--- config.mk ---
export PLATFORM = sky130hd
export DESIGN_NAME = serial_pin_gpio_direction_bits
export DESIGN_NICKNAME = d
export VERILOG_FILES = /design/src/rtl/serial_pin_gpio_pkg.sv /design/src/rtl/pad_enable_mux.sv /design/src/rtl/serial_pin_gpio_direction_bits.sv
export VERILOG_INCLUDE_DIRS = /design/src /design/src/rtl
export SDC_FILE = /design/constraint.sdc
export NUM_CORES = 1
export LEC_CHECK = 0
export BUFFER_PORTS_ARGS = -buffer_cell sky130_fd_sc_hd__clkbuf_2
export CORE_MARGIN = 2
export CORE_UTILIZATION = 39
export DETAILED_ROUTE_END_ITERATION = 16
export PLACE_DENSITY = 0.71
export SYNTH_ARGS = -nofsm -noshare
export SYNTH_HDL_FRONTEND = slang
export SYNTH_SLANG_ARGS = --single-unit
--- constraint.sdc ---
create_clock -name clk_sys -period 1.3 [get_ports clk_sys]
set_input_delay 0.195 -clock clk_sys [delete_from_list [all_inputs] [get_ports clk_sys]]
set_output_delay 0.195 -clock clk_sys [all_outputs]
set_load 0.02 [all_outputs]
--- src/rtl/serial_pin_gpio_params.svh ---
// Offsets, field positions and reset values of the serial pin direction register.
`ifndef SERIAL_PIN_GPIO_PARAMS_SVH
`define SERIAL_PIN_GPIO_PARAMS_SVH

`define DIR_REG_OFFSET      8'h88
`define SEL_REG_OFFSET      8'h90
`define DIR_REG_RESET       32'h0000_0000
`define SEL_REG_RESET       7'h00
`define DIR_FIELD_LSB       7
`define DIR_FIELD_MSB       13
`define DIR_REG_RW_MASK     32'h0000_FFFF
`define PORT3_TX_BIT        13
`define PORT3_RTS_BIT       12
`define PORT2_RX_BIT        11
`define PORT2_CTS_BIT       10
`define PORT2_TX_BIT        9
`define PORT2_RTS_BIT       8
`define PORT1_RX_BIT        7

`endif

--- src/rtl/serial_pin_gpio_pkg.sv ---
// Types shared by the serial pin direction block.
package serial_pin_gpio_pkg;
  typedef logic [31:0] reg_word_t;
  typedef logic [6:0]  pin_vec_t;
endpackage

--- src/rtl/pad_enable_mux.sv ---
// Selects each covered pad's output enable between GPIO direction and serial function.
`timescale 1ns/10ps
module pad_enable_mux #(
  parameter int PINS = 7
) (
  input  wire logic [PINS-1:0] gpio_select,
  input  wire logic [PINS-1:0] direction,
  input  wire logic [PINS-1:0] serial_output_enable,
  output logic      [PINS-1:0] pad_output_enable
);
  // A pin still serving its serial port ignores its direction bit.
  assign pad_output_enable = (gpio_select & direction) |
                             (~gpio_select & serial_output_enable);
endmodule

--- src/rtl/serial_pin_gpio_direction_bits.sv ---
// Direction register bits 13 to 7 for serial pins reassigned to general purpose I/O.
//
// Overview of operation
// - Bit 13 directs port 3 transmit pin.
// - Bit 12 directs port 3 request-to-send pin.
// - Bit 11 directs port 2 receive pin.
// - Bit 10 directs port 2 clear-to-send pin.
// - Bit 9 directs port 2 transmit pin.
// - Bit 8 directs port 2 request-to-send pin.
// - Bit 7 directs port 1 receive pin.
// - Direction bit ignored while pin stays serial.
`timescale 1ns/10ps
`include "serial_pin_gpio_params.svh"
module serial_pin_gpio_direction_bits #(
  parameter int PINS   = 7,
  parameter int ADDR_W = 8,
  parameter int DATA_W = 32
) (
  input  wire logic        clk_sys,
  input  wire logic        sys_rst,
  input  wire logic [7:0]  reg_addr,
  input  wire logic [31:0] reg_wdata,
  input  wire logic        reg_write,
  input  wire logic        reg_read,
  output logic      [31:0] reg_rdata,
  input  wire logic [6:0]  serial_output_enable,
  output logic      [6:0]  pad_output_enable
);

  // Pin order in every 7-bit vector except dir_low: index 0 is port1_receive_pin (bit 7)
  // up to index 6, port3_transmit_pin (bit 13).

  // A write lands at the edge that samples its strobe; a read answers one
  // cycle later and the answer stands for that cycle only, so the bus never
  // has to wait and back-to-back strobes need no gap.
  // The pad enables trail the registers by one more cycle.

  // Reset is synchronous: every flop below clears on the first edge that
  // sees it, and the pads come out of reset as inputs.

  localparam logic [DATA_W-1:0] RDATA_IDLE = 32'h0000_0000;

  // True when the bus address selects the given register.
  function automatic logic addr_hit(
    input logic [ADDR_W-1:0] addr,
    input logic [ADDR_W-1:0] offset
  );
    return addr == offset;
  endfunction

  // One bit of a bus word, picked by its field position.
  function automatic logic word_bit(
    input serial_pin_gpio_pkg::reg_word_t word,
    input int unsigned                    pos
  );
    return word[pos];
  endfunction

  // Bits 6 to 0 of a bus word.
  function automatic serial_pin_gpio_pkg::pin_vec_t low_field(
    input serial_pin_gpio_pkg::reg_word_t word
  );
    return word[6:0];
  endfunction

  // Bits 15 and 14 of a bus word.
  function automatic logic [1:0] high_field(
    input serial_pin_gpio_pkg::reg_word_t word
  );
    return word[15:14];
  endfunction

  // Direction word as software reads it; bits 31 to 16 are reserved and read zero.
  function automatic serial_pin_gpio_pkg::reg_word_t dir_word(
    input logic [1:0]                    high,
    input serial_pin_gpio_pkg::pin_vec_t mid,
    input serial_pin_gpio_pkg::pin_vec_t low
  );
    return {16'h0000, high, mid, low};
  endfunction

  logic                           dir_port3_transmit;
  logic                           dir_port3_request_to_send;
  logic                           dir_port2_receive;
  logic                           dir_port2_clear_to_send;
  logic                           dir_port2_transmit;
  logic                           dir_port2_request_to_send;
  logic                           dir_port1_receive;

  // Bits 15, 14 and 6 to 0 are kept as plain storage so software sees the
  // whole word, although they steer no pad in this block.
  logic [1:0]                     dir_high;
  serial_pin_gpio_pkg::pin_vec_t  dir_low;
  serial_pin_gpio_pkg::pin_vec_t  gpio_select;
  serial_pin_gpio_pkg::pin_vec_t  next_pad_oe;

  // One enable flop per pad, so each pad is driven straight from a flop.
  logic                           pad_oe_port3_transmit;
  logic                           pad_oe_port3_request_to_send;
  logic                           pad_oe_port2_receive;
  logic                           pad_oe_port2_clear_to_send;
  logic                           pad_oe_port2_transmit;
  logic                           pad_oe_port2_request_to_send;
  logic                           pad_oe_port1_receive;

  wire logic hit_dir   = addr_hit(reg_addr, `DIR_REG_OFFSET);
  wire logic hit_sel   = addr_hit(reg_addr, `SEL_REG_OFFSET);
  wire logic write_dir = reg_write && hit_dir;
  wire logic write_sel = reg_write && hit_sel;

  // Pin vector in index order, port1_receive_pin in the lowest place.
  wire serial_pin_gpio_pkg::pin_vec_t direction = {
    dir_port3_transmit,
    dir_port3_request_to_send,
    dir_port2_receive,
    dir_port2_clear_to_send,
    dir_port2_transmit,
    dir_port2_request_to_send,
    dir_port1_receive
  };

  // Unmapped addresses read as zero; reserved upper bits read as zero.
  wire serial_pin_gpio_pkg::reg_word_t dir_readback = dir_word(dir_high, direction, dir_low);
  wire serial_pin_gpio_pkg::reg_word_t sel_readback = {25'h000_0000, gpio_select};
  wire serial_pin_gpio_pkg::reg_word_t read_mux =
    hit_dir ? dir_readback :
    hit_sel ? sel_readback : RDATA_IDLE;

  // Port 3 transmit pin: a one makes it drive while it serves as GPIO.
  always_ff @(posedge clk_sys) begin
    if (sys_rst) begin
      dir_port3_transmit <= word_bit(`DIR_REG_RESET, `PORT3_TX_BIT);
    end else if (write_dir) begin
      dir_port3_transmit <= word_bit(reg_wdata, `PORT3_TX_BIT);
    end
  end

  // Port 3 request-to-send pin.
  always_ff @(posedge clk_sys) begin
    if (sys_rst) begin
      dir_port3_request_to_send <= word_bit(`DIR_REG_RESET, `PORT3_RTS_BIT);
    end else if (write_dir) begin
      dir_port3_request_to_send <= word_bit(reg_wdata, `PORT3_RTS_BIT);
    end
  end

  // Port 2 receive pin.
  always_ff @(posedge clk_sys) begin
    if (sys_rst) begin
      dir_port2_receive <= word_bit(`DIR_REG_RESET, `PORT2_RX_BIT);
    end else if (write_dir) begin
      dir_port2_receive <= word_bit(reg_wdata, `PORT2_RX_BIT);
    end
  end

  // Port 2 clear-to-send pin.
  always_ff @(posedge clk_sys) begin
    if (sys_rst) begin
      dir_port2_clear_to_send <= word_bit(`DIR_REG_RESET, `PORT2_CTS_BIT);
    end else if (write_dir) begin
      dir_port2_clear_to_send <= word_bit(reg_wdata, `PORT2_CTS_BIT);
    end
  end

  // Port 2 transmit pin.
  always_ff @(posedge clk_sys) begin
    if (sys_rst) begin
      dir_port2_transmit <= word_bit(`DIR_REG_RESET, `PORT2_TX_BIT);
    end else if (write_dir) begin
      dir_port2_transmit <= word_bit(reg_wdata, `PORT2_TX_BIT);
    end
  end

  // Port 2 request-to-send pin.
  always_ff @(posedge clk_sys) begin
    if (sys_rst) begin
      dir_port2_request_to_send <= word_bit(`DIR_REG_RESET, `PORT2_RTS_BIT);
    end else if (write_dir) begin
      dir_port2_request_to_send <= word_bit(reg_wdata, `PORT2_RTS_BIT);
    end
  end

  // Port 1 receive pin.
  always_ff @(posedge clk_sys) begin
    if (sys_rst) begin
      dir_port1_receive <= word_bit(`DIR_REG_RESET, `PORT1_RX_BIT);
    end else if (write_dir) begin
      dir_port1_receive <= word_bit(reg_wdata, `PORT1_RX_BIT);
    end
  end

  // Upper stored bits, outside this slice of the register.
  always_ff @(posedge clk_sys) begin
    if (sys_rst) begin
      dir_high <= high_field(`DIR_REG_RESET);
    end else if (write_dir) begin
      dir_high <= high_field(reg_wdata);
    end
  end

  // Lower stored bits, outside this slice of the register.
  always_ff @(posedge clk_sys) begin
    if (sys_rst) begin
      dir_low <= low_field(`DIR_REG_RESET);
    end else if (write_dir) begin
      dir_low <= low_field(reg_wdata);
    end
  end

  // GPIO select, one bit per covered pin in index order.
  always_ff @(posedge clk_sys) begin
    if (sys_rst) begin
      gpio_select <= `SEL_REG_RESET;
    end else if (write_sel) begin
      gpio_select <= low_field(reg_wdata);
    end
  end

  // Read data are zero outside the answer cycle, so a stray sample sees nothing.
  always_ff @(posedge clk_sys) begin
    if (sys_rst) begin
      reg_rdata <= RDATA_IDLE;
    end else begin
      reg_rdata <= reg_read ? read_mux : RDATA_IDLE;
    end
  end

  pad_enable_mux #(.PINS(PINS)) u_mux (
    .gpio_select          (gpio_select),
    .direction            (direction),
    .serial_output_enable (serial_output_enable),
    .pad_output_enable    (next_pad_oe)
  );

  // Registered so the pads see a clean edge-aligned enable; this costs one
  // cycle of latency from the serial function's own enable.
  always_ff @(posedge clk_sys) begin
    if (sys_rst) begin
      pad_oe_port3_transmit <= 1'h0;
    end else begin
      pad_oe_port3_transmit <= next_pad_oe[6];
    end
  end

  always_ff @(posedge clk_sys) begin
    if (sys_rst) begin
      pad_oe_port3_request_to_send <= 1'h0;
    end else begin
      pad_oe_port3_request_to_send <= next_pad_oe[5];
    end
  end

  always_ff @(posedge clk_sys) begin
    if (sys_rst) begin
      pad_oe_port2_receive <= 1'h0;
    end else begin
      pad_oe_port2_receive <= next_pad_oe[4];
    end
  end

  always_ff @(posedge clk_sys) begin
    if (sys_rst) begin
      pad_oe_port2_clear_to_send <= 1'h0;
    end else begin
      pad_oe_port2_clear_to_send <= next_pad_oe[3];
    end
  end

  always_ff @(posedge clk_sys) begin
    if (sys_rst) begin
      pad_oe_port2_transmit <= 1'h0;
    end else begin
      pad_oe_port2_transmit <= next_pad_oe[2];
    end
  end

  always_ff @(posedge clk_sys) begin
    if (sys_rst) begin
      pad_oe_port2_request_to_send <= 1'h0;
    end else begin
      pad_oe_port2_request_to_send <= next_pad_oe[1];
    end
  end

  always_ff @(posedge clk_sys) begin
    if (sys_rst) begin
      pad_oe_port1_receive <= 1'h0;
    end else begin
      pad_oe_port1_receive <= next_pad_oe[0];
    end
  end

  // Plain wiring of the flops above, in index order.
  assign pad_output_enable = {
    pad_oe_port3_transmit,
    pad_oe_port3_request_to_send,
    pad_oe_port2_receive,
    pad_oe_port2_clear_to_send,
    pad_oe_port2_transmit,
    pad_oe_port2_request_to_send,
    pad_oe_port1_receive
  };

endmodule

==> impl_summary.md <==
Yosys
Dividing the synthesized area by the synthesized cell count gives 10.6 µm². The number of warning messages in the yosys log is 0. The cell area that synthesis handed to floorplanning was 0.00195 mm². The fraction of the yosys area taken by sequential cells is 47.1%. The biggest area contributor in the post-synthesis netlist is sky130_fd_sc_hd__dfxtp_1. The post-synthesis sequential element count is 46.

Summed over its instances, the top area cell type makes up 47.1% of the synthesized netlist area. In this run, distinct cell masters in the synthesized netlist total 18. By area the synthesized netlist is led by sky130_fd_sc_hd__dfxtp_1, sky130_fd_sc_hd__mux2i_1, sky130_fd_sc_hd__nand2b_1.

The number of standard cells after synthesis is 184.

Die
The area of the die is 0.00559 mm². From left edge to right edge, the die measures 74.8 µm. The initial utilization of the core area, before any placement, comes to 40.8%.

The core area is 0.00479 mm². The die is 74.8 µm tall. Pin placement for this block handled 90 I/O pins. After floorplanning, the core was divided into 25 placement rows.

Clock network
The level count of the clock H-tree is 2. The CTS buffer count is 5. Buffers added to address setup during post-CTS repair amount to 0.

The register clock-pin slew on the reported worst setup and hold paths is 0.08 ns. The insertion delay to the later sink of the worst-skew pair is 0.30 ns. After clock tree synthesis, the repair step resized 0 gates.

The number of hold-repair buffers added at the cts stage is 0. The largest buffer count on any clock path is 2. CTS placed an instance of sky130_fd_sc_hd__clkbuf_8 at the clock tree root. TritonCTS built the clock tree. The count of clock tree sinks is 46.

Job
Across the run, the number of max-cap violations was 0.

Route
Dividing the detail-routed via count by the number of cells gives 4.25. The pre-antenna-repair detailed-routing pass consisted of 4 iterations. The vias after detailed routing is 1334. The detailed router finished its first iteration with 45 violations. The routed wirelength normalized by instance count is 11.1 µm. After detailed routing, the number of remaining DRC violations is 0. The sum of routed wire length over all layers is 3.49 mm.

The detail route stage leaves a number of antenna-violating nets equal to 0.

Place
Summing all placed instances gives a cell area of 0.00226 mm². Once detailed placement completed, the half-perimeter wirelength came to 2.61 mm. The setup slack at placement is -0.122 ns. The final weighted congestion of routability-driven global placement is 0.818. In this run the tool buffered the top-level ports with 57 buffer cells. The number of placed cells counting well taps is 306.

Worst setup path
The reg-to-reg setup timing slack is 0.55 ns. The length in cells of the worst reg-to-reg path is 2. The number of buffers and inverters on the critical path is 2. Walking the worst path, the cells encountered are clkbuf_2 -> nor4b_4 -> and3_1 -> buf_4 -> mux2i_1. The slowest stage of the critical path is the sky130_fd_sc_hd__nor4b_4 cell.

STA classifies the critical path endpoint as a register. Data on the critical path is required at its endpoint by 1.52 ns. The worst-path maximum fanout is 8.

The startpoint identified for the worst register-to-register timing path is gpio_select[5]. The cell family contributing the most delay on the critical path is simple AND/OR/NAND/NOR gates. The worst setup path is of the in -> reg kind. STA classifies the critical path startpoint as an input pin. The largest single stage delay on the critical path is 0.35 ns. Data on the critical path arrives at its endpoint at 1.32 ns. The worst flop-to-flop path endpoint is pad_oe_port3_request_to_send.

Layout
Once layout is done, the placed cells without fillers occupy 0.00237 mm². The area growth from synthesis to layout is 21.1%. The final-stage net count is 297. The fraction of final layout cells with drive strength greater than 1 is 33.2%. The number of antenna diodes in the final layout is 0. The number of non-filler instances in the completed layout is 314. The number of fill cells is 494.

Timing
The maximum frequency from static timing analysis is 913 MHz. The setup violation total in the final timing report is 0. Hold is met by 0.129 ns.

On the final layout, the worst clock skew is 0.00691 ns. The time the worst path needs with I/O delays and setup is 1.10 ns. Setup repair after global routing left no endpoint under its margin. The final count of pins violating max slew is 0.

The hold violation total from the final report is 0. The worst setup slack after layout is 0.205 ns. After layout, the worst path uses 84.3% of the clock period.

Global routing
The number of global-route vias before repair is 1266. Global routing used 13.7% of the available tracks. The first global-routing pass estimated 5.73 mm of wire. The largest net degree at the start of global routing is 29.

The total grt overflow is 0. The number of antenna violations at the first check in global routing is 0.

Power
Dividing total power by cell area gives a power density of 1130 mW/mm². The static leakage power is 1.05 nW. Total power for the finished layout comes to 2.68 mW. Of the total power, the share spent switching nets is 22.1%.

Sequential cells account for 53.2% of the total power. Combinational logic is responsible for 8.0% of the overall power. The worst supply voltage drop on vdd is 0.742 mV. In this run the power spent charging and discharging nets is 0.591 mW. The part of the power in the clock network is 38.8%. The cell-internal power is 2.09 mW.

Hold path
The worst hold path endpoint is pad_oe_port3_request_to_send. The worst hold path depth is 3. The startpoint of the worst hold path is serial_output_enable[5]. The type of the worst min-delay path is in -> reg.

Run status
The flow ran to the end, and the final reports show no timing, DRC or antenna violations.
-- worst register-to-register path, delay by kind of cell (launching register included) --
family | cells | cell delay (ns)
flops | 1 | 0.40
mux | 1 | 0.20
simple gates | 1 | 0.05
-- synth_stat cells --
cell	number
sky130_fd_sc_hd__dfxtp_1	46
sky130_fd_sc_hd__nand2b_1	39
sky130_fd_sc_hd__mux2i_1	30
sky130_fd_sc_hd__buf_4	23
sky130_fd_sc_hd__nor2_1	14
sky130_fd_sc_hd__and2_1	9
sky130_fd_sc_hd__a22oi_1	7
sky130_fd_sc_hd__clkbuf_1	5
sky130_fd_sc_hd__nor4b_4	2
sky130_fd_sc_hd__and3_1	1
sky130_fd_sc_hd__and4b_1	1
sky130_fd_sc_hd__buf_12	1
sky130_fd_sc_hd__buf_2	1
sky130_fd_sc_hd__buf_6	1
sky130_fd_sc_hd__conb_1	1
sky130_fd_sc_hd__nand3_2	1
sky130_fd_sc_hd__nand3b_1	1
sky130_fd_sc_hd__nor4b_2	1
-- cell families after synthesis --
kind of cell | synth area share [%]
compound gates | 2.69
mux | 15.4
other cells | 0.192
flops | 47.1
buf+inv | 11.7
simple gates | 23.0
-- worst max-delay path by stage --
| stage | cells past startpoint | startpoint | slack, ns | endpoint |
|---|---|---|---|---|
| finish | 5 | reg_addr[5] | 0.20 | dir_low[1] |
| global route | 5 | reg_addr[5] | 0.13 | dir_high[0] |
| CTS | 5 | reg_addr[5] | 0.19 | dir_low[1] |
| detailed placement | 5 | reg_addr[5] | -0.12 | dir_low[1] |
| global placement | 6 | reg_addr[5] | -0.08 | reg_rdata[14] |
| floorplan | 5 | reg_addr[5] | -0.03 | dir_high[0] |
-- state kept, by name (all words and copies together), names as in the netlist, 2 cells and up --
name / cells
dir_high: 2
reg_rdata: 16
dir_low: 7
gpio_select: 7
-- stage by stage --
step | TNS [ns] | util, %
finish | 0 | 49.5
CTS | 0 | 49.5
floorplan | -0.292 | -
global route | 0 | 49.5
global placement | -1.84 | 47.2
detailed placement | -2.25 | 47.2
-- final cells by class --
type	instances	area, µm²	share of cell area [%]
clock buffer	6	72.6	3.07
clock inverter	2	37.5	1.59
multi-input combinational	122	862	36.4
sequential	46	921	38.9
tap	67	83.8	3.54
timing repair buffer	71	390	16.5
-- power by group through the flow --
| stage | Combinational, mW | Clock, mW | Sequential (mW) |
|---|---|---|---|
| final | 0.214 | 1.04 | 1.42 |
| after detailed placement | 0.215 | 0 | 1.46 |
| after global routing | 0.236 | 1.14 | 1.43 |
| after floorplan | 0.176 | 0 | 1.46 |
| after CTS | 0.216 | 1.07 | 1.42 |
| after global placement | 0.213 | 0 | 1.46 |
-- placed cells by master, fill, tap and decap left out, drive strengths merged, types with 3 or more instances in the layout --
| master | instances |
|---|---|
| a22oi | 7 |
| and2 | 9 |
| buf | 14 |
| clkbuf | 63 |
| conb | 16 |
| dfxtp | 46 |
| mux2i | 30 |
| nand2b | 39 |
| nor2 | 14 |
| nor4b | 3 |
-- per-layer routing --
metal	vias to the layer above	share of wire (%)	global-route usage, %
li1	685	-	-
met1	593	46	17.3
met2	48	45	21.3
met3	8	7.0	4.15
met4	0	2.2	7.14
met5	-	0	0
Power figures use the tool's default switching activity.
